File: config.mk
export PLATFORM = sky130hd
export DESIGN_NAME = micp_irq_ctrl
export DESIGN_NICKNAME = d
export VERILOG_FILES = /design/src/micp_pkg.sv /design/src/micp_irq_ctrl.sv /design/src/micp_pin_sync.sv /design/src/micp_vec2_detect.sv
export SDC_FILE = /design/constraint.sdc
export NUM_CORES = 1
export LEC_CHECK = 0
export BUFFER_PORTS_ARGS = -buffer_cell sky130_fd_sc_hd__buf_2
export CAP_MARGIN = 25
export CORE_ASPECT_RATIO = 1.75
export CORE_MARGIN = 5
export CORE_UTILIZATION = 50
export CTS_BUF_LIST = sky130_fd_sc_hd__clkbuf_4 sky130_fd_sc_hd__clkbuf_8
export DETAILED_ROUTE_END_ITERATION = 7
export GPL_TIMING_DRIVEN = 0
export PLACE_DENSITY = 0.9
export SLEW_MARGIN = 30
export SYNTH_ARGS = -nofsm -noshare
export SYNTH_HDL_FRONTEND = slang
export SYNTH_HIERARCHICAL = 1
export SYNTH_SLANG_ARGS = --single-unit
File: constraint.sdc
create_clock -name mclk -period 2.3 [get_ports mclk]
set_input_delay 0.23 -clock mclk [delete_from_list [all_inputs] [get_ports mclk]]
set_output_delay 0.23 -clock mclk [all_outputs]
set_load 0.01 [all_outputs]
File: src/micp_pkg.sv
// Constants, types and register layout of the interrupt controller
// Function
// - Four maskable sources plus one non-maskable source, each with its own vector.
// - Maskable service needs the global enable; events latched while disabled wait.
// - Accepting a request loads the program counter with that source's vector.
// - Several events share a vector; flags let software identify the source.
// - Reset overrides everything and aborts any routine in progress.
// - Non-maskable request pre-empts maskable routines but never another non-maskable one.
// - Maskable routines never nest; vector 1 highest down to vector 4 lowest.
// - Any request ends wait; stop ends on pins and timer, not the converter. The code wakes only with global enable set, also for the non-maskable request.
// - Falling edge on the non-maskable pin raises a request regardless of enable.
// - Non-maskable request is held in a flip-flop cleared when its routine starts.
// - Peripheral flag requests only with both global and peripheral enable set.
// - Peripherals use vectors 3 and 4; flags stay set until software clears.
// - External vectors taken only with global enable; pins also wake from stop.
// - Vector 1 selects edge or level operation by a sense-select bit.
// - Vector 2 is always edge triggered, polarity chosen by a polarity bit.
// - Edge latch sets on active edge, clears at routine start, holds one request.
// - Level mode stores nothing; low level sampled at instruction end.
// - Switching vector 2 to rising polarity with a high pin latches a request.
// - One vector 2 pin held at active level blocks edges on the others.
// - Reconfiguring a low vector 2 pin latches a spurious request per polarity.
// - Sense-select 0 gives falling edge, 1 gives low level, for vector 1.
// - Polarity bit 0 gives falling edge, 1 gives rising edge, for vector 2.
// - Routine entry blocks maskable requests, keeps non-maskable active, clears the latch.
package micp_pkg;
    // Vector locations in program space
    localparam int VEC_W = 12;
    localparam logic [11:0] VEC0_ADDR = 12'hFFC;
    localparam logic [11:0] VEC1_ADDR = 12'hFF6;
    localparam logic [11:0] VEC2_ADDR = 12'hFF4;
    localparam logic [11:0] VEC3_ADDR = 12'hFF2;
    localparam logic [11:0] VEC4_ADDR = 12'hFF0;
    localparam logic [2:0] VNUM_0 = 3'h0;
    localparam logic [2:0] VNUM_1 = 3'h1;
    localparam logic [2:0] VNUM_2 = 3'h2;
    localparam logic [2:0] VNUM_3 = 3'h3;
    localparam logic [2:0] VNUM_4 = 3'h4;
    // Register byte offsets
    localparam logic [3:0] OFS_OPTION = 4'h0;
    localparam logic [3:0] OFS_STATUS = 4'h4;
    // Option register bit positions on the bus
    localparam int OPT_SENSE_BIT = 6;
    localparam int OPT_POL_BIT = 5;
    localparam int OPT_GLOBAL_EN_BIT = 4;
    // Index of each option bit in the stored 3-bit copy
    localparam int OI_SENSE = 2;
    localparam int OI_POL = 1;
    localparam int OI_GLOBAL_EN = 0;
    localparam logic [2:0] OPT_RESET = 3'h0;
    // Status register field positions
    localparam int STS_PEND_LSB = 0;
    localparam int STS_MODE_LSB = 8;
    localparam int STS_NUM_LSB = 12;
    localparam int STS_OPT_LSB = 16;
    // Core service mode, one-hot
    typedef enum logic [2:0]
    {
        MODE_NORM = 3'b001,
        MODE_IRQ = 3'b010,
        MODE_NMI = 3'b100
    } micp_mode_e;
endpackage : micp_pkg

File: src/micp_irq_ctrl.sv
// Interrupt controller top: latches, arbitration, wake-up and Avalon-MM registers
//
// The implementer's own choices: the Avalon-MM interface to the registers and the register offsets.
`timescale 1ns/100ps
module micp_irq_ctrl #(
    parameter int N1 = 8,
    parameter int N2 = 8
) (
    input wire logic mclk,
    input wire logic rst_b,
    input wire logic [3:0] avs_address,
    input wire logic avs_read,
    input wire logic avs_write,
    input wire logic [31:0] avs_writedata,
    input wire logic [3:0] avs_byteenable,
    output logic [31:0] avs_readdata,
    output logic avs_waitrequest,
    input wire logic nmi_pin_b,
    input wire logic [N1-1:0] vec1_pins,
    input wire logic [N2-1:0] vec2_pins,
    input wire logic [N2-1:0] vec2_pin_irq_en,
    input wire logic tmr_flag,
    input wire logic tmr_irq_en,
    input wire logic adc_flag,
    input wire logic adc_irq_en,
    input wire logic instr_done,
    input wire logic reti_done,
    input wire logic core_in_wait,
    input wire logic core_in_stop,
    output logic pc_load,
    output logic [11:0] pc_vector,
    output logic [2:0] vec_taken,
    output logic wake_up,
    output logic nmi_mode,
    output logic irq_mode
);
    typedef struct packed
    {
        logic [2:0] opt;
        micp_pkg::micp_mode_e mode;
        logic nmi_over_irq;
        logic nmi_prev;
        logic nmi_lat;
        logic v1_prev;
        logic v1_lat;
        logic v2_lat;
        logic pc_load;
        logic [11:0] vec;
        logic [2:0] num;
        logic wake;
        logic ack;
        logic [31:0] rdata;
    } micp_core_s;

    localparam int NS = N1 + N2 + 1;

    micp_core_s st_r;
    micp_core_s st_nxt;
    logic [NS-1:0] pins_s;
    logic nmi_s;
    logic [N1-1:0] v1_s;
    logic [N2-1:0] v2_s;
    logic v2_evt;
    logic global_irq_enable;
    logic sense;
    logic v1_line;
    logic v1_fall;
    logic nmi_fall;
    logic v1_req;
    logic v3_req;
    logic v4_req;
    logic [4:1] mreq;
    logic take_nmi;
    logic take_mask;
    logic acc;
    logic [4:0] pend;

    // All pins cross into the core clock through two flops
    micp_pin_sync #(
        .W(NS),
        .IDLE({NS{1'b1}})
    ) u_sync (
        .mclk(mclk),
        .rst_b(rst_b),
        .pin_in({nmi_pin_b, vec2_pins, vec1_pins}),
        .sync_out(pins_s)
    );

    assign nmi_s = pins_s[NS-1];
    assign v2_s = pins_s[N1 +: N2];
    assign v1_s = pins_s[N1-1:0];

    // Port B shared node with its quirks
    micp_vec2_detect #(
        .NPIN(N2)
    ) u_vec2 (
        .mclk(mclk),
        .rst_b(rst_b),
        .pin_sync(v2_s),
        .pin_irq_en(vec2_pin_irq_en),
        .edge_pol(st_r.opt[micp_pkg::OI_POL]),
        .evt(v2_evt)
    );

    // Source decode
    assign global_irq_enable = st_r.opt[micp_pkg::OI_GLOBAL_EN];
    assign sense = st_r.opt[micp_pkg::OI_SENSE];
    assign v1_line = &v1_s;
    assign v1_fall = st_r.v1_prev & ~v1_line;
    assign nmi_fall = st_r.nmi_prev & ~nmi_s;
    assign v1_req = sense ? ~v1_line : st_r.v1_lat;
    assign v3_req = tmr_flag & tmr_irq_en;
    assign v4_req = adc_flag & adc_irq_en;
    assign mreq = {v4_req, v3_req, st_r.v2_lat, v1_req};
    assign pend = {mreq, st_r.nmi_lat};

    // Decisions only at an instruction boundary, not while a return retires
    assign take_nmi = instr_done & ~reti_done & st_r.nmi_lat & (st_r.mode != micp_pkg::MODE_NMI);
    assign take_mask = instr_done & ~reti_done & ~take_nmi & global_irq_enable & (|mreq)
        & (st_r.mode == micp_pkg::MODE_NORM);
    assign acc = avs_read | avs_write;

    // Next-state logic
    always_comb
    begin
        st_nxt = st_r;
        st_nxt.nmi_prev = nmi_s;
        st_nxt.v1_prev = v1_line;
        st_nxt.pc_load = 1'b0;

        // Latches: a new event wins over the clear at routine start
        st_nxt.nmi_lat = (st_r.nmi_lat & ~take_nmi) | nmi_fall;
        st_nxt.v1_lat = sense ? 1'b0 : ((st_r.v1_lat & ~(take_mask & v1_req)) | v1_fall);
        st_nxt.v2_lat = (st_r.v2_lat & ~(take_mask & ~v1_req & st_r.v2_lat)) | v2_evt;

        // Vector selection, fixed priority
        if (take_nmi)
        begin
            st_nxt.pc_load = 1'b1;
            st_nxt.vec = micp_pkg::VEC0_ADDR;
            st_nxt.num = micp_pkg::VNUM_0;
            st_nxt.nmi_over_irq = (st_r.mode == micp_pkg::MODE_IRQ);
            st_nxt.mode = micp_pkg::MODE_NMI;
        end
        else if (take_mask)
        begin
            st_nxt.pc_load = 1'b1;
            st_nxt.mode = micp_pkg::MODE_IRQ;
            if (v1_req)
            begin
                st_nxt.vec = micp_pkg::VEC1_ADDR;
                st_nxt.num = micp_pkg::VNUM_1;
            end
            else if (st_r.v2_lat)
            begin
                st_nxt.vec = micp_pkg::VEC2_ADDR;
                st_nxt.num = micp_pkg::VNUM_2;
            end
            else if (v3_req)
            begin
                st_nxt.vec = micp_pkg::VEC3_ADDR;
                st_nxt.num = micp_pkg::VNUM_3;
            end
            else
            begin
                st_nxt.vec = micp_pkg::VEC4_ADDR;
                st_nxt.num = micp_pkg::VNUM_4;
            end
        end
        else if (reti_done)
        begin
            // Return from interrupt unwinds one level
            case (st_r.mode)
                micp_pkg::MODE_NMI:
                begin
                    st_nxt.mode = st_r.nmi_over_irq ? micp_pkg::MODE_IRQ : micp_pkg::MODE_NORM;
                    st_nxt.nmi_over_irq = 1'b0;
                end
                micp_pkg::MODE_IRQ:
                begin
                    st_nxt.mode = micp_pkg::MODE_NORM;
                end
                micp_pkg::MODE_NORM:
                begin
                    st_nxt.mode = micp_pkg::MODE_NORM;
                end
                default:
                begin
                    st_nxt.mode = micp_pkg::MODE_NORM;
                end
            endcase
        end

        // Wake: with global enable set, wait ends on any request, stop not on the converter
        st_nxt.wake = global_irq_enable & ((core_in_wait & (st_r.nmi_lat | (|mreq)))
            | (core_in_stop & (st_r.nmi_lat | v1_req | st_r.v2_lat | v3_req)));

        // Bus slave: one wait cycle, then the access completes
        st_nxt.ack = acc & ~st_r.ack;
        if (acc & ~st_r.ack)
        begin
            st_nxt.rdata = '0;
            if (avs_read && avs_address == micp_pkg::OFS_STATUS)
            begin
                st_nxt.rdata[micp_pkg::STS_PEND_LSB +: 5] = pend;
                st_nxt.rdata[micp_pkg::STS_MODE_LSB +: 3] = st_r.mode;
                st_nxt.rdata[micp_pkg::STS_NUM_LSB +: 3] = st_r.num;
                st_nxt.rdata[micp_pkg::STS_OPT_LSB +: 3] = st_r.opt;
            end
        end
        if (avs_write && st_r.ack && avs_byteenable[0] && avs_address == micp_pkg::OFS_OPTION)
        begin
            st_nxt.opt[micp_pkg::OI_SENSE] = avs_writedata[micp_pkg::OPT_SENSE_BIT];
            st_nxt.opt[micp_pkg::OI_POL] = avs_writedata[micp_pkg::OPT_POL_BIT];
            st_nxt.opt[micp_pkg::OI_GLOBAL_EN] = avs_writedata[micp_pkg::OPT_GLOBAL_EN_BIT];
        end
    end

    // State register; reset aborts any routine and enters init in NMI mode
    always_ff @(posedge mclk or negedge rst_b)
    begin
        if (!rst_b)
        begin
            st_r <= '{opt: micp_pkg::OPT_RESET, mode: micp_pkg::MODE_NMI, nmi_over_irq: 1'b0,
                nmi_prev: 1'b1, nmi_lat: 1'b0, v1_prev: 1'b1, v1_lat: 1'b0, v2_lat: 1'b0,
                pc_load: 1'b0, vec: '0, num: '0, wake: 1'b0, ack: 1'b0, rdata: '0};
        end
        else
        begin
            st_r <= st_nxt;
        end
    end

    // Outputs
    assign avs_waitrequest = acc & ~st_r.ack;
    assign avs_readdata = st_r.rdata;
    assign pc_load = st_r.pc_load;
    assign pc_vector = st_r.vec;
    assign vec_taken = st_r.num;
    assign wake_up = st_r.wake;
    assign nmi_mode = (st_r.mode == micp_pkg::MODE_NMI);
    assign irq_mode = (st_r.mode == micp_pkg::MODE_IRQ);
endmodule : micp_irq_ctrl

File: src/micp_pin_sync.sv
// Two-flop synchroniser for asynchronous pin inputs
`timescale 1ns/100ps
module micp_pin_sync #(
    parameter int W = 1,
    parameter logic [W-1:0] IDLE = '1
) (
    input wire logic mclk,
    input wire logic rst_b,
    input wire logic [W-1:0] pin_in,
    output logic [W-1:0] sync_out
);
    typedef struct packed
    {
        logic [W-1:0] s1;
        logic [W-1:0] s2;
    } micp_sync_s;

    micp_sync_s st_r;
    micp_sync_s st_nxt;

    // First stage feeds only the second
    always_comb
    begin
        st_nxt.s1 = pin_in;
        st_nxt.s2 = st_r.s1;
    end

    // State register, pins idle high through pull-ups
    always_ff @(posedge mclk or negedge rst_b)
    begin
        if (!rst_b)
        begin
            st_r <= {IDLE, IDLE};
        end
        else
        begin
            st_r <= st_nxt;
        end
    end

    assign sync_out = st_r.s2;
endmodule : micp_pin_sync

File: src/micp_vec2_detect.sv
// Shared-vector edge detector for the port B interrupt pins
`timescale 1ns/100ps
module micp_vec2_detect #(
    parameter int NPIN = 8
) (
    input wire logic mclk,
    input wire logic rst_b,
    input wire logic [NPIN-1:0] pin_sync,
    input wire logic [NPIN-1:0] pin_irq_en,
    input wire logic edge_pol,
    output logic evt
);
    typedef struct packed
    {
        logic comb_prev;
        logic [NPIN-1:0] en_prev;
        logic evt;
    } micp_v2_s;

    micp_v2_s st_r;
    micp_v2_s st_nxt;
    logic [NPIN-1:0] act_b;
    logic [NPIN-1:0] spur;
    logic comb;

    // Per pin: active level pulls the shared node low, other pins idle high
    genvar i;
    generate
        for (i = 0; i < NPIN; i++)
        begin : g_pin
            assign act_b[i] = pin_irq_en[i] ? (pin_sync[i] ^ edge_pol) : 1'b1;
            // Leaving interrupt mode with a low pin in rising mode
            assign spur[i] = edge_pol & st_r.en_prev[i] & ~pin_irq_en[i] & ~pin_sync[i];
        end
    endgenerate

    // Wired node: one pin held active masks the others
    assign comb = &act_b;

    // Falling node is the active edge; polarity flips and mode entry also fall it
    always_comb
    begin
        st_nxt.comb_prev = comb;
        st_nxt.en_prev = pin_irq_en;
        st_nxt.evt = (st_r.comb_prev & ~comb) | (|spur);
    end

    always_ff @(posedge mclk or negedge rst_b)
    begin
        if (!rst_b)
        begin
            st_r <= '{comb_prev: 1'b1, en_prev: '0, evt: 1'b0};
        end
        else
        begin
            st_r <= st_nxt;
        end
    end

    assign evt = st_r.evt;
endmodule : micp_vec2_detect

==> Yosys cells after proc, flatten, opt, wreduce, memory -nomap -nowiden <==
Index checks and enable logic that the tools add are counted.
Widths: inputs -> output; s select.
{ "totals": {"out_inout_bits": 52, "wordCells": 154, "in_bits": 77, "regBits": 88} }
{ "op_classes": {"reduce_logical": 14, "n_eq_ne": 6, "bitwise": 89, "mux": 26} }
{ "ops": {"columns": ["cell", "count"], "rows": [
  ["$and 1x1->1", 46],
  ["$mux 16", 2],
  ["$not 1->1", 25],
  ["$reduce_and 8->1", 2],
  ["$mux 1", 12],
  ["$mux 3", 4],
  ["$mux 6", 2],
  ["$mux 5", 2],
  ["$or 1x1->1", 10],
  ["$mux 4", 2],
  ["$reduce_or 8->1", 1],
  ["$xor 1x1->1", 8],
  ["$reduce_bool 2->1", 3],
  ["$eq 4x3->1 const B", 1],
  ["$logic_and 1x1->1", 4],
  ["$logic_not 4->1", 1],
  ["$mux 2", 2],
  ["$reduce_or 4->1", 1],
  ["$eq 3x1->1 const B", 1],
  ["$eq 3x2->1 const B", 1],
  ["$eq 3x3->1 const B", 1],
  ["$ne 3x3->1 const B", 1],
  ["$reduce_and 3->1", 1],
  ["$reduce_bool 3->1", 1],
  ["$ne 2x2->1 const B", 1]
]} }

==> Logic depth before layout (Yosys ltp) <==
Gate-level depths: netlist of the first run.
{ "logic_depth": {"depth_word": 14, "depth_mapped": 6, "mapped_depth_nobuf": 4} }

==> Modules after synthesis <==
The synthesis of the first run kept the hierarchy.
{ "modules_own_cells": {"columns": ["mod", "area_each_um2", "n_inst", "seq_area_each_um2", "cells_each"], "rows": [
  ["micp_irq_ctrl", 1814.2, 1, 879.6, 166],
  ["micp_pin_sync", 893.4, 1, 893.4, 34],
  ["micp_vec2_detect", 454.2, 1, 251.5, 45]
]} }

==> Worst setup path after synthesis of the first run <==
No wires, ideal clock.
{ "synth_path": {"path_type": "register to register", "startpoint": "reg st_r[58] (netlist bit)", "endpoint": "reg st_r (netlist bit vec_taken[2])", "setup_slack_ns": 0.626, "arrival_ns": 1.609, "synth_period_minus_slack_ns": 1.674, "setup_ns": 0.064, "stages_incl_launch_ff": 6, "path_cell_list": "dfstp_2 -> nor3b_1 -> nand2b_1 -> clkbuf_2 -> a32o_1 -> o21a_1"} }
{ "synth_between": {"elab_chain_len": 8, "elab_cells_between_ends": 10} }
{ "synth_lines": {"columns": ["item", "line_no", "text"], "rows": [
  ["start: declaration", "micp_irq_ctrl.sv:57", "micp_core_s st_r;"],
  ["start signal: assignment", "micp_irq_ctrl.sv:224", "st_r <= '{opt: micp_pkg::OPT_RESET, mode: micp_pkg::MODE_NMI, nmi_over_irq: 1'b0,"],
  ["start signal: assignment", "micp_irq_ctrl.sv:230", "st_r <= st_nxt;"],
  ["$ne 3x3->1", "micp_irq_ctrl.sv:118", "assign take_nmi = instr_done & ~reti_done & st_r.nmi_lat & (st_r.mode != micp_pkg::MODE_NMI);"],
  ["$and 1x1->1", "micp_irq_ctrl.sv:118", null],
  ["$not 1->1", "micp_irq_ctrl.sv:119", "assign take_mask = instr_done & ~reti_done & ~take_nmi & global_irq_enable & (|mreq)"],
  ["$and 1x1->1 (3 in a row)", "micp_irq_ctrl.sv:119", null],
  ["$and 1x1->1", "micp_irq_ctrl.sv:120", "& (st_r.mode == micp_pkg::MODE_NORM);"],
  ["$reduce_bool 2->1 (no source line)", null, null]
]} }
Parallel ways exist; a longest one is shown, timed or not.
A chain may end at the register's enable or synchronous reset.

==> Worst setup path in the final report of the first run <==
{ "layout_path": {"startpoint": "reg st_r[32] (netlist bit)", "endpoint": "out avs_waitrequest"} }
{ "layout_between": {"elab_chain_len": 2} }
{ "layout_lines": {"columns": ["item", "line_no", "text"], "rows": [
  ["$not 1->1", "micp_irq_ctrl.sv:235", "assign avs_waitrequest = acc & ~st_r.ack;"],
  ["$and 1x1->1", "micp_irq_ctrl.sv:235", null],
  ["end: declaration", "micp_irq_ctrl.sv:17", "output logic avs_waitrequest,"]
]} }
No other way between the ends.

==> results of run 1 <==
-- power by group through the flow --
stage | Clock [mW] | Combinational, mW | Sequential, mW
global placement | 0 | 0.252 | 1.55
CTS | 1.11 | 0.294 | 1.53
floorplan | 0 | 0.150 | 1.54
finish | 1.08 | 0.299 | 1.53
detailed placement | 0 | 0.270 | 1.56
global route | 1.19 | 0.330 | 1.54
-- cell usage after synthesis (3+ instances only) --
cell	count	share of area
sky130_fd_sc_hd__nor2_1	13	0.015
sky130_fd_sc_hd__nand2_1	9	0.011
sky130_fd_sc_hd__o21ai_0	4	0.0063
sky130_fd_sc_hd__nand2b_1	6	0.012
sky130_fd_sc_hd__a31oi_1	5	0.0099
sky130_fd_sc_hd__dfstp_2	38	0.32
sky130_fd_sc_hd__a32o_1	4	0.013
sky130_fd_sc_hd__inv_1	11	0.013
sky130_fd_sc_hd__buf_4	47	0.11
sky130_fd_sc_hd__a22o_1	11	0.030
sky130_fd_sc_hd__mux2_2	3	0.011
sky130_fd_sc_hd__a22oi_1	9	0.021
sky130_fd_sc_hd__dfrtp_1	41	0.32
-- routing by layer --
metal / GRT usage / routed length, um / vias up
met1: 0.1641 / 2303 / 1065
met3: 0.06474 / 462 / 14
met5: 0 / 0 / -
met4: 0.1049 / 165 / 0
met2: 0.3222 / 3825 / 95
li1: - / - / 1048
-- metrics by stage --
stage               cells  hold WS, ns  power [mW]  setup slack, ns
finish                454      0.04681       2.912           0.3971
global route          454      0.01472       3.059           0.2750
CTS                   454      0.02163       2.943           0.3634
detailed placement    420       0.1791       1.828           0.5211
global placement      419       0.3343       1.804           0.5780
floorplan             263     -0.06559       1.695           0.6264
-- cell type report --
cell class                      instances  share of cell area
Buffer                                 51             0.08986
Clock buffer                           10             0.03177
Clock inverter                          6             0.02027
Inverter                               11            0.009985
Multi-Input combinational cell        122              0.1915
Sequential cell                        79              0.4896
Tap cell                               80             0.02421
Timing Repair Buffer                   95              0.1428
-- cell families after synthesis --
kind of cell           count (synthesis)  share of synthesized area
buffers and inverters                 62                     0.1306
AO/OA/AOI/OAI                         50                     0.1223
other                                  1                   0.001186
flip-flops                            79                     0.6403
multiplexers                           5                    0.01702
AND/OR/NAND/NOR                       48                    0.08864
-- worst max-delay path, cell delays in order, from the launching register on --
cell	delay [ns]
sky130_fd_sc_hd__dfrtp_1	0.36
sky130_fd_sc_hd__o21bai_1	0.29
sky130_fd_sc_hd__clkbuf_1	0.42
sky130_fd_sc_hd__inv_1	0.11
sky130_fd_sc_hd__buf_2	0.16
-- flip-flops by register name, indices dropped and copies added (netlist names) --
| register | flops |
|---|---|
| avs_readdata | 14 |
| st_r | 9 |
| global_irq_enable | 1 |
| vec_taken | 2 |
| u_sync/st_nxt | 17 |
| mreq | 1 |
| u_vec2/st_r | 9 |
| pc_load | 1 |
| sense | 1 |
| u_vec2/evt | 1 |
| pend | 1 |
| wake_up | 1 |
| pc_vector | 4 |
| u_sync/sync_out | 17 |
-- layout by cell type, fill, tap and decap left out, types with 2 or more instances in the layout --
master and instances:
sky130_fd_sc_hd__and3_1 2, sky130_fd_sc_hd__conb_1 19, sky130_fd_sc_hd__o22ai_1 2, sky130_fd_sc_hd__a22oi_1 9, sky130_fd_sc_hd__and4_1 2, sky130_fd_sc_hd__nand2b_1 6, sky130_fd_sc_hd__nor4_1 2, sky130_fd_sc_hd__bufinv_16 2
sky130_fd_sc_hd__inv_1 11, sky130_fd_sc_hd__clkinv_2 2, sky130_fd_sc_hd__mux2i_1 2, sky130_fd_sc_hd__dfstp_2 38, sky130_fd_sc_hd__clkbuf_8 9, sky130_fd_sc_hd__a31oi_1 5, sky130_fd_sc_hd__nand2_1 9, sky130_fd_sc_hd__mux2_2 3
sky130_fd_sc_hd__nor3b_1 2, sky130_fd_sc_hd__a22o_1 11, sky130_fd_sc_hd__a32o_1 4, sky130_fd_sc_hd__o21ai_0 4, sky130_fd_sc_hd__dfrtp_1 41, sky130_fd_sc_hd__buf_2 77, sky130_fd_sc_hd__nand4_1 2, sky130_fd_sc_hd__a21oi_1 2
sky130_fd_sc_hd__buf_4 48, sky130_fd_sc_hd__nand3b_1 2, sky130_fd_sc_hd__dlygate4sd3_1 18, sky130_fd_sc_hd__nor2_1 13
-- repair_timing --
action                                  CTS  global route
hold endpoints to repair                 37             0
setup buffers                             0             0
hold buffers                             18             0
endpoints found under the setup margin    0             0
-- worst max path at each step --
stage	to	cells after the start
6_report	avs_waitrequest	4
5_1_grt	avs_waitrequest	4
4_1_cts	avs_waitrequest	4
3_5_place_dp	vec_taken[1]	4
3_3_place_gp	avs_readdata[10]	4
2_1_floorplan	vec_taken[2]	5
==> parameters.txt, run 1 <==
Parameter                              Value

Power
  Share of power burned in registers ... 0.527
  Power per unit of standard cell area ... 704.3 nW/um^2
  Maximum ir drop on the vdd rail ... 0.0009065 V
  Leakage power total ... 2.070 nW
  Share of total power consumed by net switching ... 0.2279
  Cell-internal power ... 2.249 mW
  Psw ... 663.8 uW
  Share of power burned in combinational logic ... 0.103
  Clock network power share ... 0.370

Logic synthesis
  Area of the mapped netlist ... 3162 sq um
  Number of warnings reported in the yosys synthesis log ... 6
  Share of synthesized area occupied by flip-flops and latches ... 0.6403
  Dominant synthesized flop cell ... sky130_fd_sc_hd__dfrtp_1
  Number of enable flip-flop cells after synthesis ... 0
  Number of unique standard cell types used by synthesis ... 47
  Gate count of the mapped netlist ... 245
  Flop and latch count out of synthesis ... 79
  Fraction of synthesis flops using an asynchronous set or reset pin ... 1.000
  Synthesized area per cell ... 12.91 sq um

Layout
  Nets@finish ... 446
  Filler instances ... 455
  Share of layout cells above drive strength 1 ... 0.5027
  Post-synthesis to final-layout area growth ... 30.79%
  Area of combinational cells with multiple inputs ... 792.0 sq um
  Share of the core filled with cells ... 0.6690
  FF+latch area ... 2024 sq um
  Post-Layout Inst Area ... 4135 sq um
  Antenna Diode Count ... 0

Placement
  Total cell area at the placement stage ... 3740 sq um
  I/O Buffers ... 76
  HPWL after detailed placement ... 4844 um
  GPL Wtd Cong ... 0.8114

Run
  Number of max-cap violations ... 0

Clocking
  Number of CTS-inserted buffers ... 9
  Clock input transition at the sequential cells of the worst setup and hold paths ... 0.08 ns
  Insertion delay to the later sink of the worst-skew pair ... 0.34 ns
  TritonCTS clock tree ... built
  Clock Root Buffer ... sky130_fd_sc_hd__clkbuf_8
  Clock Tree Buf Depth ... 2
  Number of gates resized after cts ... 0
  Sink count of the clock tree ... 79
  Deepest level of the CTS H-tree ... 3

Die
  Area of the die ... 8076 sq um
  I/O pin count ... 129
  Number of cell rows ... 38
  Core region area ... 6181 sq um
  Initial standard-cell utilization of the core ... 0.5115
  Chip Height ... 115.2 um
  Horizontal extent of the die ... 70.11 um

Critical path
  Crit start category ... flop
  Critical path endpoint category ... output pin
  Worst path arrival time ... 1.67 ns
  Critical Path RT ... 2.07 ns
  Largest fanout on the critical path ... 10
  Classification of the worst setup path ... flop to output pin
  Startpoint of the worst register-to-register path ... st_r[57]
  Critical Path Source ... st_r[32]
  Cell depth of the worst flop-to-flop path ... 4
  Reg-to-reg slack, setup ... 0.48 ns
  RR Endpoint ... vec_taken[1]

Detailed routing
  Initial drt markers ... 120
  DR DRC count ... 0
  Wirelength, routed ... 6756 um
  Routed via count ... 2222
  Count of nets left with antenna violations after detail routing ... 0
  Per-cell via count in the routed design ... 4.894
  Post-DR wirelength/cell ... 14.88 um
  Number of detailed-routing iterations run before antenna repair ... 4

GRT
  Via count of the first global-routing pass ... 2438
  First-pass GRT wire length ... 10940 um
  Antenna violations before repair ... 0
  Total global routing overflow ... 0
  Largest net degree at the start of global routing ... 52
  Total routing usage reported by global routing ... 0.1759

Worst hold path
  Worst Hold Path Cells ... 1
  Hold-critical path endpoint ... u_vec2/st_r[6]
  Source of the worst hold timing path ... vec2_pin_irq_en[5]
  Hold WC Path Type ... input port to flop

Timing
  Setup_tns ... 0 ns
  Total of endpoints with negative setup slack in the final report ... 0
  Max-slew headroom at the worst pin ... 0.4442
  Final hold vios ... 0
  Period minus WS final ... 1.903 ns
  Clock tree skew after final layout ... 0.01004 ns
  Worst Max-Slew Pin Slew ... 0.8260 ns
  RSZ-0062 raised after global routing ... no
  Peak clock frequency supported by timing ... 525.5 MHz
  Count of final max-slew check failures ... 0
  Ratio of final minimum period to clock period ... 0.8273

Run status
  Outcome ... finished, final reports clean
Note: power is estimated with default switching activity, not from simulation.
==> run 2, diff against run 1 <==
--- a/config.mk
+++ b/config.mk
@@ -5,6 +5,7 @@
 export SDC_FILE = /design/constraint.sdc
 export NUM_CORES = 1
 export LEC_CHECK = 0
+export ABC_AREA = 1
 export BUFFER_PORTS_ARGS = -buffer_cell sky130_fd_sc_hd__buf_2
 export CAP_MARGIN = 25
 export CORE_ASPECT_RATIO = 1.75
==> constraint.sdc (replaced) <==
create_clock -name mclk -period 1.9 [get_ports mclk]
set_input_delay 0.19 -clock mclk [delete_from_list [all_inputs] [get_ports mclk]]
set_output_delay 0.19 -clock mclk [all_outputs]
set_load 0.01 [all_outputs]
==> parameters.txt, run 2 <==
Parameter                              Value

Critical path
  Crit start category ... flop
  Largest fanout on the critical path ... 10
  Critical Path Slowest Stage Cell ... sky130_fd_sc_hd__dfstp_2
  Critical Path RT ... 2.14 ns
  Classification of the worst setup path ... flop to flop
  Cell family with the largest share of critical-path delay ... simple AND/OR/NAND/NOR gates
  Worst path arrival time ... 1.74 ns
  Critical path, cell by cell ... nand2_1 > nor2_2 > nand2_2 > nand2_2 > nand4_4 > nand2_2 > buf_6 > nand2_1 > nand2_1 > nand2_1
  CP max stage delay ... 0.52 ns
  Crit path buf inv count ... 1
  Critical path endpoint category ... flop
  Cell type with the highest occurrence count on the critical path ... sky130_fd_sc_hd__nand2_1
  Reg-to-reg slack, setup ... 0.40 ns

Detailed routing
  Count of nets left with antenna violations after detail routing ... 0
  Post-DR wirelength/cell ... 12.86 um
  Initial drt markers ... 136
  DR DRC count ... 0
  Routed via count ... 2531
  Number of detailed-routing iterations run before antenna repair ... 4
  Wirelength, routed ... 6996 um
  Per-cell via count in the routed design ... 4.653

Timing
  Total of endpoints with negative setup slack in the final report ... 0
  Peak clock frequency supported by timing ... 667.2 MHz
  WHS ... 0.08960 ns
  Count of final max-slew check failures ... 0
  RSZ-0062 raised after global routing ... no
  Setup_tns ... 0 ns
  Clock tree skew after final layout ... 0.01233 ns
  Period minus WS final ... 1.499 ns
  Final hold vios ... 0
  Min setup slack post-route ... 0.4012 ns
  Ratio of final minimum period to clock period ... 0.7888

Die
  Horizontal extent of the die ... 71.81 um
  Initial standard-cell utilization of the core ... 0.5113
  I/O pin count ... 129
  Area of the die ... 8486 sq um
  Core region area ... 6539 sq um
  Number of cell rows ... 39
  Chip Height ... 118.2 um

Power
  Overall Power ... 3.990 mW
  Leakage power total ... 2.323 nW
  Cell-internal power ... 3.048 mW
  Power per unit of standard cell area ... 898.8 nW/um^2
  Share of power burned in combinational logic ... 0.143
  Maximum ir drop on the vdd rail ... 0.0006197 V
  Share of power burned in registers ... 0.476
  Share of total power consumed by net switching ... 0.2360
  Clock network power share ... 0.381
  Psw ... 941.5 uW

Clocking
  Number of buffers added to fix hold violations after cts ... 26
  Clock Root Buffer ... sky130_fd_sc_hd__clkbuf_8
  Clock Tree Buf Depth ... 2
  Number of buffers inserted by post-CTS setup repair ... 0
  Deepest level of the CTS H-tree ... 3
  Number of gates resized after cts ... 0
  Sink count of the clock tree ... 79
  TritonCTS clock tree ... built
  Clock input transition at the sequential cells of the worst setup and hold paths ... 0.07 ns
  Number of CTS-inserted buffers ... 9
  Insertion delay to the later sink of the worst-skew pair ... 0.35 ns

Placement
  I/O Buffers ... 77
  Total cell area at the placement stage ... 3929 sq um
  HPWL after detailed placement ... 4868 um
  Worst setup timing slack at the placement stage ... 0.4100 ns
  Total instance count after detailed placement ... 502
  GPL Wtd Cong ... 0.8966

Run status
  Outcome ... finished, final reports clean

Logic synthesis
  Synth top area share ... 0.3069
  Number of enable flip-flop cells after synthesis ... 0
  Most instantiated cells after synthesis ... 57 x sky130_fd_sc_hd__nand2_1, 47 x sky130_fd_sc_hd__buf_4, 41 x sky130_fd_sc_hd__dfrtp_1
  Gate count of the mapped netlist ... 324
  Fraction of synthesis flops using an asynchronous set or reset pin ... 1.000
  Library cell with the largest summed area after synthesis ... sky130_fd_sc_hd__dfrtp_1
  Share of synthesized area occupied by flip-flops and latches ... 0.6055
  Synthesized area per cell ... 10.32 sq um
  Flop and latch count out of synthesis ... 79
  Dominant synthesized flop cell ... sky130_fd_sc_hd__dfrtp_1
  Area of the mapped netlist ... 3343 sq um
  Number of warnings reported in the yosys synthesis log ... 6
  Most frequent cell after synthesis ... sky130_fd_sc_hd__nand2_1
  Cells taking the most area after synthesis ... sky130_fd_sc_hd__dfrtp_1 31%, sky130_fd_sc_hd__dfstp_2 30%, sky130_fd_sc_hd__buf_4 11%
  Number of unique standard cell types used by synthesis ... 30

GRT
  Total routing usage reported by global routing ... 0.1808
  Via count of the first global-routing pass ... 2677
  Total global routing overflow ... 0
  First-pass GRT wire length ... 11970 um
  Largest net degree at the start of global routing ... 56
  Antenna violations before repair ... 0

Layout
  Number of standard cells in the layout, taps in and fillers out ... 544
  Antenna Diode Count ... 0
  Most used cells in the layout excluding fill and tap cells ... 77 x sky130_fd_sc_hd__buf_2, 57 x sky130_fd_sc_hd__nand2_1, 48 x sky130_fd_sc_hd__buf_4
  Share of layout cells above drive strength 1 ... 0.4437
  Post-Layout Inst Area ... 4439 sq um
  Share of the core filled with cells ... 0.6789
  Filler instances ... 492
  Commonest non-fill, non-tap cell in the layout ... sky130_fd_sc_hd__buf_2
  Nets@finish ... 534
  Post-synthesis to final-layout area growth ... 32.78%

Run
  Number of max-cap violations ... 0

Worst hold path
  Hold WC Path Type ... input port to flop
## run 2: cell types whose count changed after synthesis, moves of 7 or more
cell,delta
sky130_fd_sc_hd__nor3_1,+7
sky130_fd_sc_hd__a22oi_1,-8
sky130_fd_sc_hd__o21ai_0,+24
sky130_fd_sc_hd__a22o_1,-11
sky130_fd_sc_hd__nand2_1,+48
sky130_fd_sc_hd__nand3_1,+21
sky130_fd_sc_hd__inv_1,+13
## run 2: power groups by stage
stage | sequential, mW | clock (mW) | combinational [mW]
after floorplan | 1.91 | 0 | 0.335
after global placement | 1.92 | 0 | 0.502
after detailed placement | 1.93 | 0 | 0.526
after CTS | 1.90 | 1.55 | 0.569
after global routing | 1.91 | 1.63 | 0.643
final | 1.90 | 1.52 | 0.571
## run 2: final timing paths
| path | startpoint | endpoint | cells past startpoint |
|---|---|---|---|
| max | u_sync/sync_out[0] | st_r[57] | 10 |
| min | core_in_wait | wake_up | 3 |
| max reg2reg | u_sync/sync_out[0] | st_r[57] | 10 |
| min reg2reg | u_sync/st_nxt[12] | u_sync/sync_out[12] | 0 |
| max in group asynchronous | rst_b | u_sync/sync_out[7] | 3 |
| min in group asynchronous | rst_b | avs_readdata[10] | 2 |
## run 2: logic make-up (layout without fill, tap and decap cells)
group                  after synthesis  in the layout  share of synthesized area
other                                1             19                   0.001122
and+or+nand+nor                    123            123                     0.1796
DFF                                 79             79                     0.6055
AOI/OAI and AO/OA                   40             40                    0.06288
buffers and inverters               81            201                     0.1508
## run 2: worst min-delay path: cells and delay by family
family                 cells  cell delay, ns
AO/OA/AOI/OAI              1            0.05
buffers and inverters      1            0.10
AND/OR/NAND/NOR            1            0.06
## run 2: cell type report
class	count	area [sq um]	area share
Sequential cell	79	2024	0.4560
Multi-Input combinational cell	182	882.1	0.1987
Timing Repair Buffer	104	675.6	0.1522
Buffer	53	399.1	0.08991
Clock buffer	13	160.2	0.03608
Inverter	28	105.1	0.02368
Tap cell	82	102.6	0.02311
Clock inverter	3	90.09	0.02029
## run 2: metal layers
metal	global-route usage	wire length (um)	vias to the layer above
met5	0	0	-
met2	0.3301	3999	93
met3	0.05523	496	14
met4	0.07294	151	0
met1	0.1863	2348	1192
li1	-	-	1232
==> run 3, diff against run 2 <==
==> constraint.sdc (replaced) <==
create_clock -name mclk -period 1.4 [get_ports mclk]
set_input_delay 0.14 -clock mclk [delete_from_list [all_inputs] [get_ports mclk]]
set_output_delay 0.14 -clock mclk [all_outputs]
set_load 0.01 [all_outputs]
==> parameters.txt, run 3 (same netlist as run 2, synthesis figures left out) <==
Parameter                              Value

Run
  Number of max-cap violations ... 0

Timing
  Total of endpoints with negative setup slack in the final report ... 6
  Setup_tns ... -0.1590 ns
  Clock tree skew after final layout ... 0.009776 ns
  Peak clock frequency supported by timing ... 678.5 MHz
  Ratio of final minimum period to clock period ... 1.053
  Count of final max-slew check failures ... 0
  Final hold vios ... 0
  WHS ... 0.03695 ns
  Period minus WS final ... 1.474 ns
  Min setup slack post-route ... -0.07377 ns
  RSZ-0062 raised after global routing ... yes

Clocking
  TritonCTS clock tree ... built
  Insertion delay to the later sink of the worst-skew pair ... 0.35 ns
  Clock input transition at the sequential cells of the worst setup and hold paths ... 0.07 ns
  Clock Tree Buf Depth ... 2
  Deepest level of the CTS H-tree ... 3
  Sink count of the clock tree ... 79
  Number of CTS-inserted buffers ... 9
  Clock Root Buffer ... sky130_fd_sc_hd__clkbuf_8

Critical path
  Critical path endpoint category ... flop
  Critical path, cell by cell ... inv_2 > nand3_2 > nor2_4 > nand3_4 > inv_4 > nand2_4 > buf_4 > nand3_1 > nand3_1
  Classification of the worst setup path ... flop to flop
  CP max stage delay ... 0.40 ns
  Worst path arrival time ... 1.71 ns
  Crit start category ... flop
  Cell family with the largest share of critical-path delay ... simple AND/OR/NAND/NOR gates
  Critical Path Slowest Stage Cell ... sky130_fd_sc_hd__dfrtp_1
  Largest fanout on the critical path ... 5
  Cell type with the highest occurrence count on the critical path ... sky130_fd_sc_hd__nand3_1
  Critical Path RT ... 1.63 ns
  Crit path buf inv count ... 3

GRT
  Total routing usage reported by global routing ... 0.1847
  Antenna violations before repair ... 0
  Total global routing overflow ... 0
  Via count of the first global-routing pass ... 2729
  Largest net degree at the start of global routing ... 56
  First-pass GRT wire length ... 12220 um

Power
  Share of power burned in registers ... 0.471
  Share of total power consumed by net switching ... 0.2422
  Maximum ir drop on the vdd rail ... 0.0008527 V
  Psw ... 1.332 mW
  Clock network power share ... 0.376
  Cell-internal power ... 4.168 mW
  Share of power burned in combinational logic ... 0.153
  Leakage power total ... 2.359 nW
  Power per unit of standard cell area ... 1203 nW/um^2

Detailed routing
  Per-cell via count in the routed design ... 4.722
  DR DRC count ... 0
  Post-DR wirelength/cell ... 13.49 um
  Count of nets left with antenna violations after detail routing ... 0
  Routed via count ... 2597
  Number of detailed-routing iterations run before antenna repair ... 4
  Initial drt markers ... 117
  Wirelength, routed ... 7417 um

Die
  Area of the die ... 8486 sq um
  Horizontal extent of the die ... 71.81 um
  Core region area ... 6539 sq um
  Number of cell rows ... 39
  Chip Height ... 118.2 um
  Initial standard-cell utilization of the core ... 0.5113
  I/O pin count ... 129

Layout
  Filler instances ... 474
  Post-synthesis to final-layout area growth ... 36.79%
  Most used cells in the layout excluding fill and tap cells ... 76 x sky130_fd_sc_hd__buf_2, 54 x sky130_fd_sc_hd__buf_4, 51 x sky130_fd_sc_hd__nand2_1
  Share of layout cells above drive strength 1 ... 0.4808
  Nets@finish ... 540
  Commonest non-fill, non-tap cell in the layout ... sky130_fd_sc_hd__buf_2
  Antenna Diode Count ... 0
  Post-Layout Inst Area ... 4573 sq um

Placement
  HPWL after detailed placement ... 4868 um
  Total cell area at the placement stage ... 3929 sq um
  I/O Buffers ... 77
  GPL Wtd Cong ... 0.8966

Run status
  Violated checks ... setup timing
  Outcome ... finished, violations left

Worst hold path
  Hold WC Path Type ... input port to flop
[run 3: cell types whose count changed in the layout (fill, tap and decap cells not counted), sizes merged]
cell  previous run  this run
buf            129       135
[run 3: power groups by stage]
stage / sequential, mW / combinational [mW] / clock, mW
finish: 2.59 / 0.844 / 2.07
floorplan: 2.59 / 0.454 / 0
global route: 2.61 / 0.937 / 2.21
CTS: 2.58 / 0.792 / 2.10
global placement: 2.60 / 0.681 / 0
detailed placement: 2.62 / 0.714 / 0
[run 3: worst min-delay path: cells and delay by family]
kind            cells  cell delay (ns)
buf+inv             1             0.10
simple gates        1             0.06
compound gates      1             0.05
[run 3: cell type report]
cell class | count | area [sq um] | share of cell area
Tap cell | 82 | 102.6 | 0.02243
Timing Repair Buffer | 110 | 726.9 | 0.1590
Clock buffer | 13 | 160.2 | 0.03502
Inverter | 28 | 107.6 | 0.02353
Multi-Input combinational cell | 182 | 962.2 | 0.2104
Buffer | 53 | 399.1 | 0.08728
Sequential cell | 79 | 2024 | 0.4427
Clock inverter | 3 | 90.09 | 0.01970
[run 3: per-stage QoR]
step | instances | worst slack (ns) | util | power [mW]
floorplan | 342 | 0.02885 | - | 3.044
global placement | 501 | -0.2025 | 0.5963 | 3.286
detailed placement | 502 | -0.09004 | 0.6008 | 3.330
CTS | 547 | -0.05862 | 0.6868 | 5.471
global route | 550 | -0.1214 | 0.6994 | 5.758
finish | 550 | -0.07377 | 0.6994 | 5.500
[run 3: worst paths after layout]
check	from	endpoint	slack, ns	cells past startpoint
max in group asynchronous	rst_b	u_sync/sync_out[7]	0.54	3
hold / removal	core_in_wait	wake_up	0.04	3
min in group asynchronous	rst_b	u_vec2/st_r[8]	0.24	2
setup / recovery	st_r[57]	pc_vector[2]	-0.07	9
setup reg to reg	st_r[57]	pc_vector[2]	-0.07	9
hold reg to reg	u_sync/st_nxt[4]	u_sync/sync_out[4]	0.36	0
[run 3: what timing repair did]
action                                  CTS  global route
endpoints found under the setup margin   11            15
pin swaps                                 3             9
resized for setup                         7            18
hold endpoints to repair                 49             0
hold buffers                             26             0
gates cloned                              1             0
setup buffers                             2             3
[run 3: per-layer routing]
metal  GRT usage  vias up  wire (um)
li1            -     1246          -
met2      0.3358       95       4246
met5           0        -          0
met4     0.08353        0        208
met3     0.05438       22        481
met1      0.1886     1234       2480
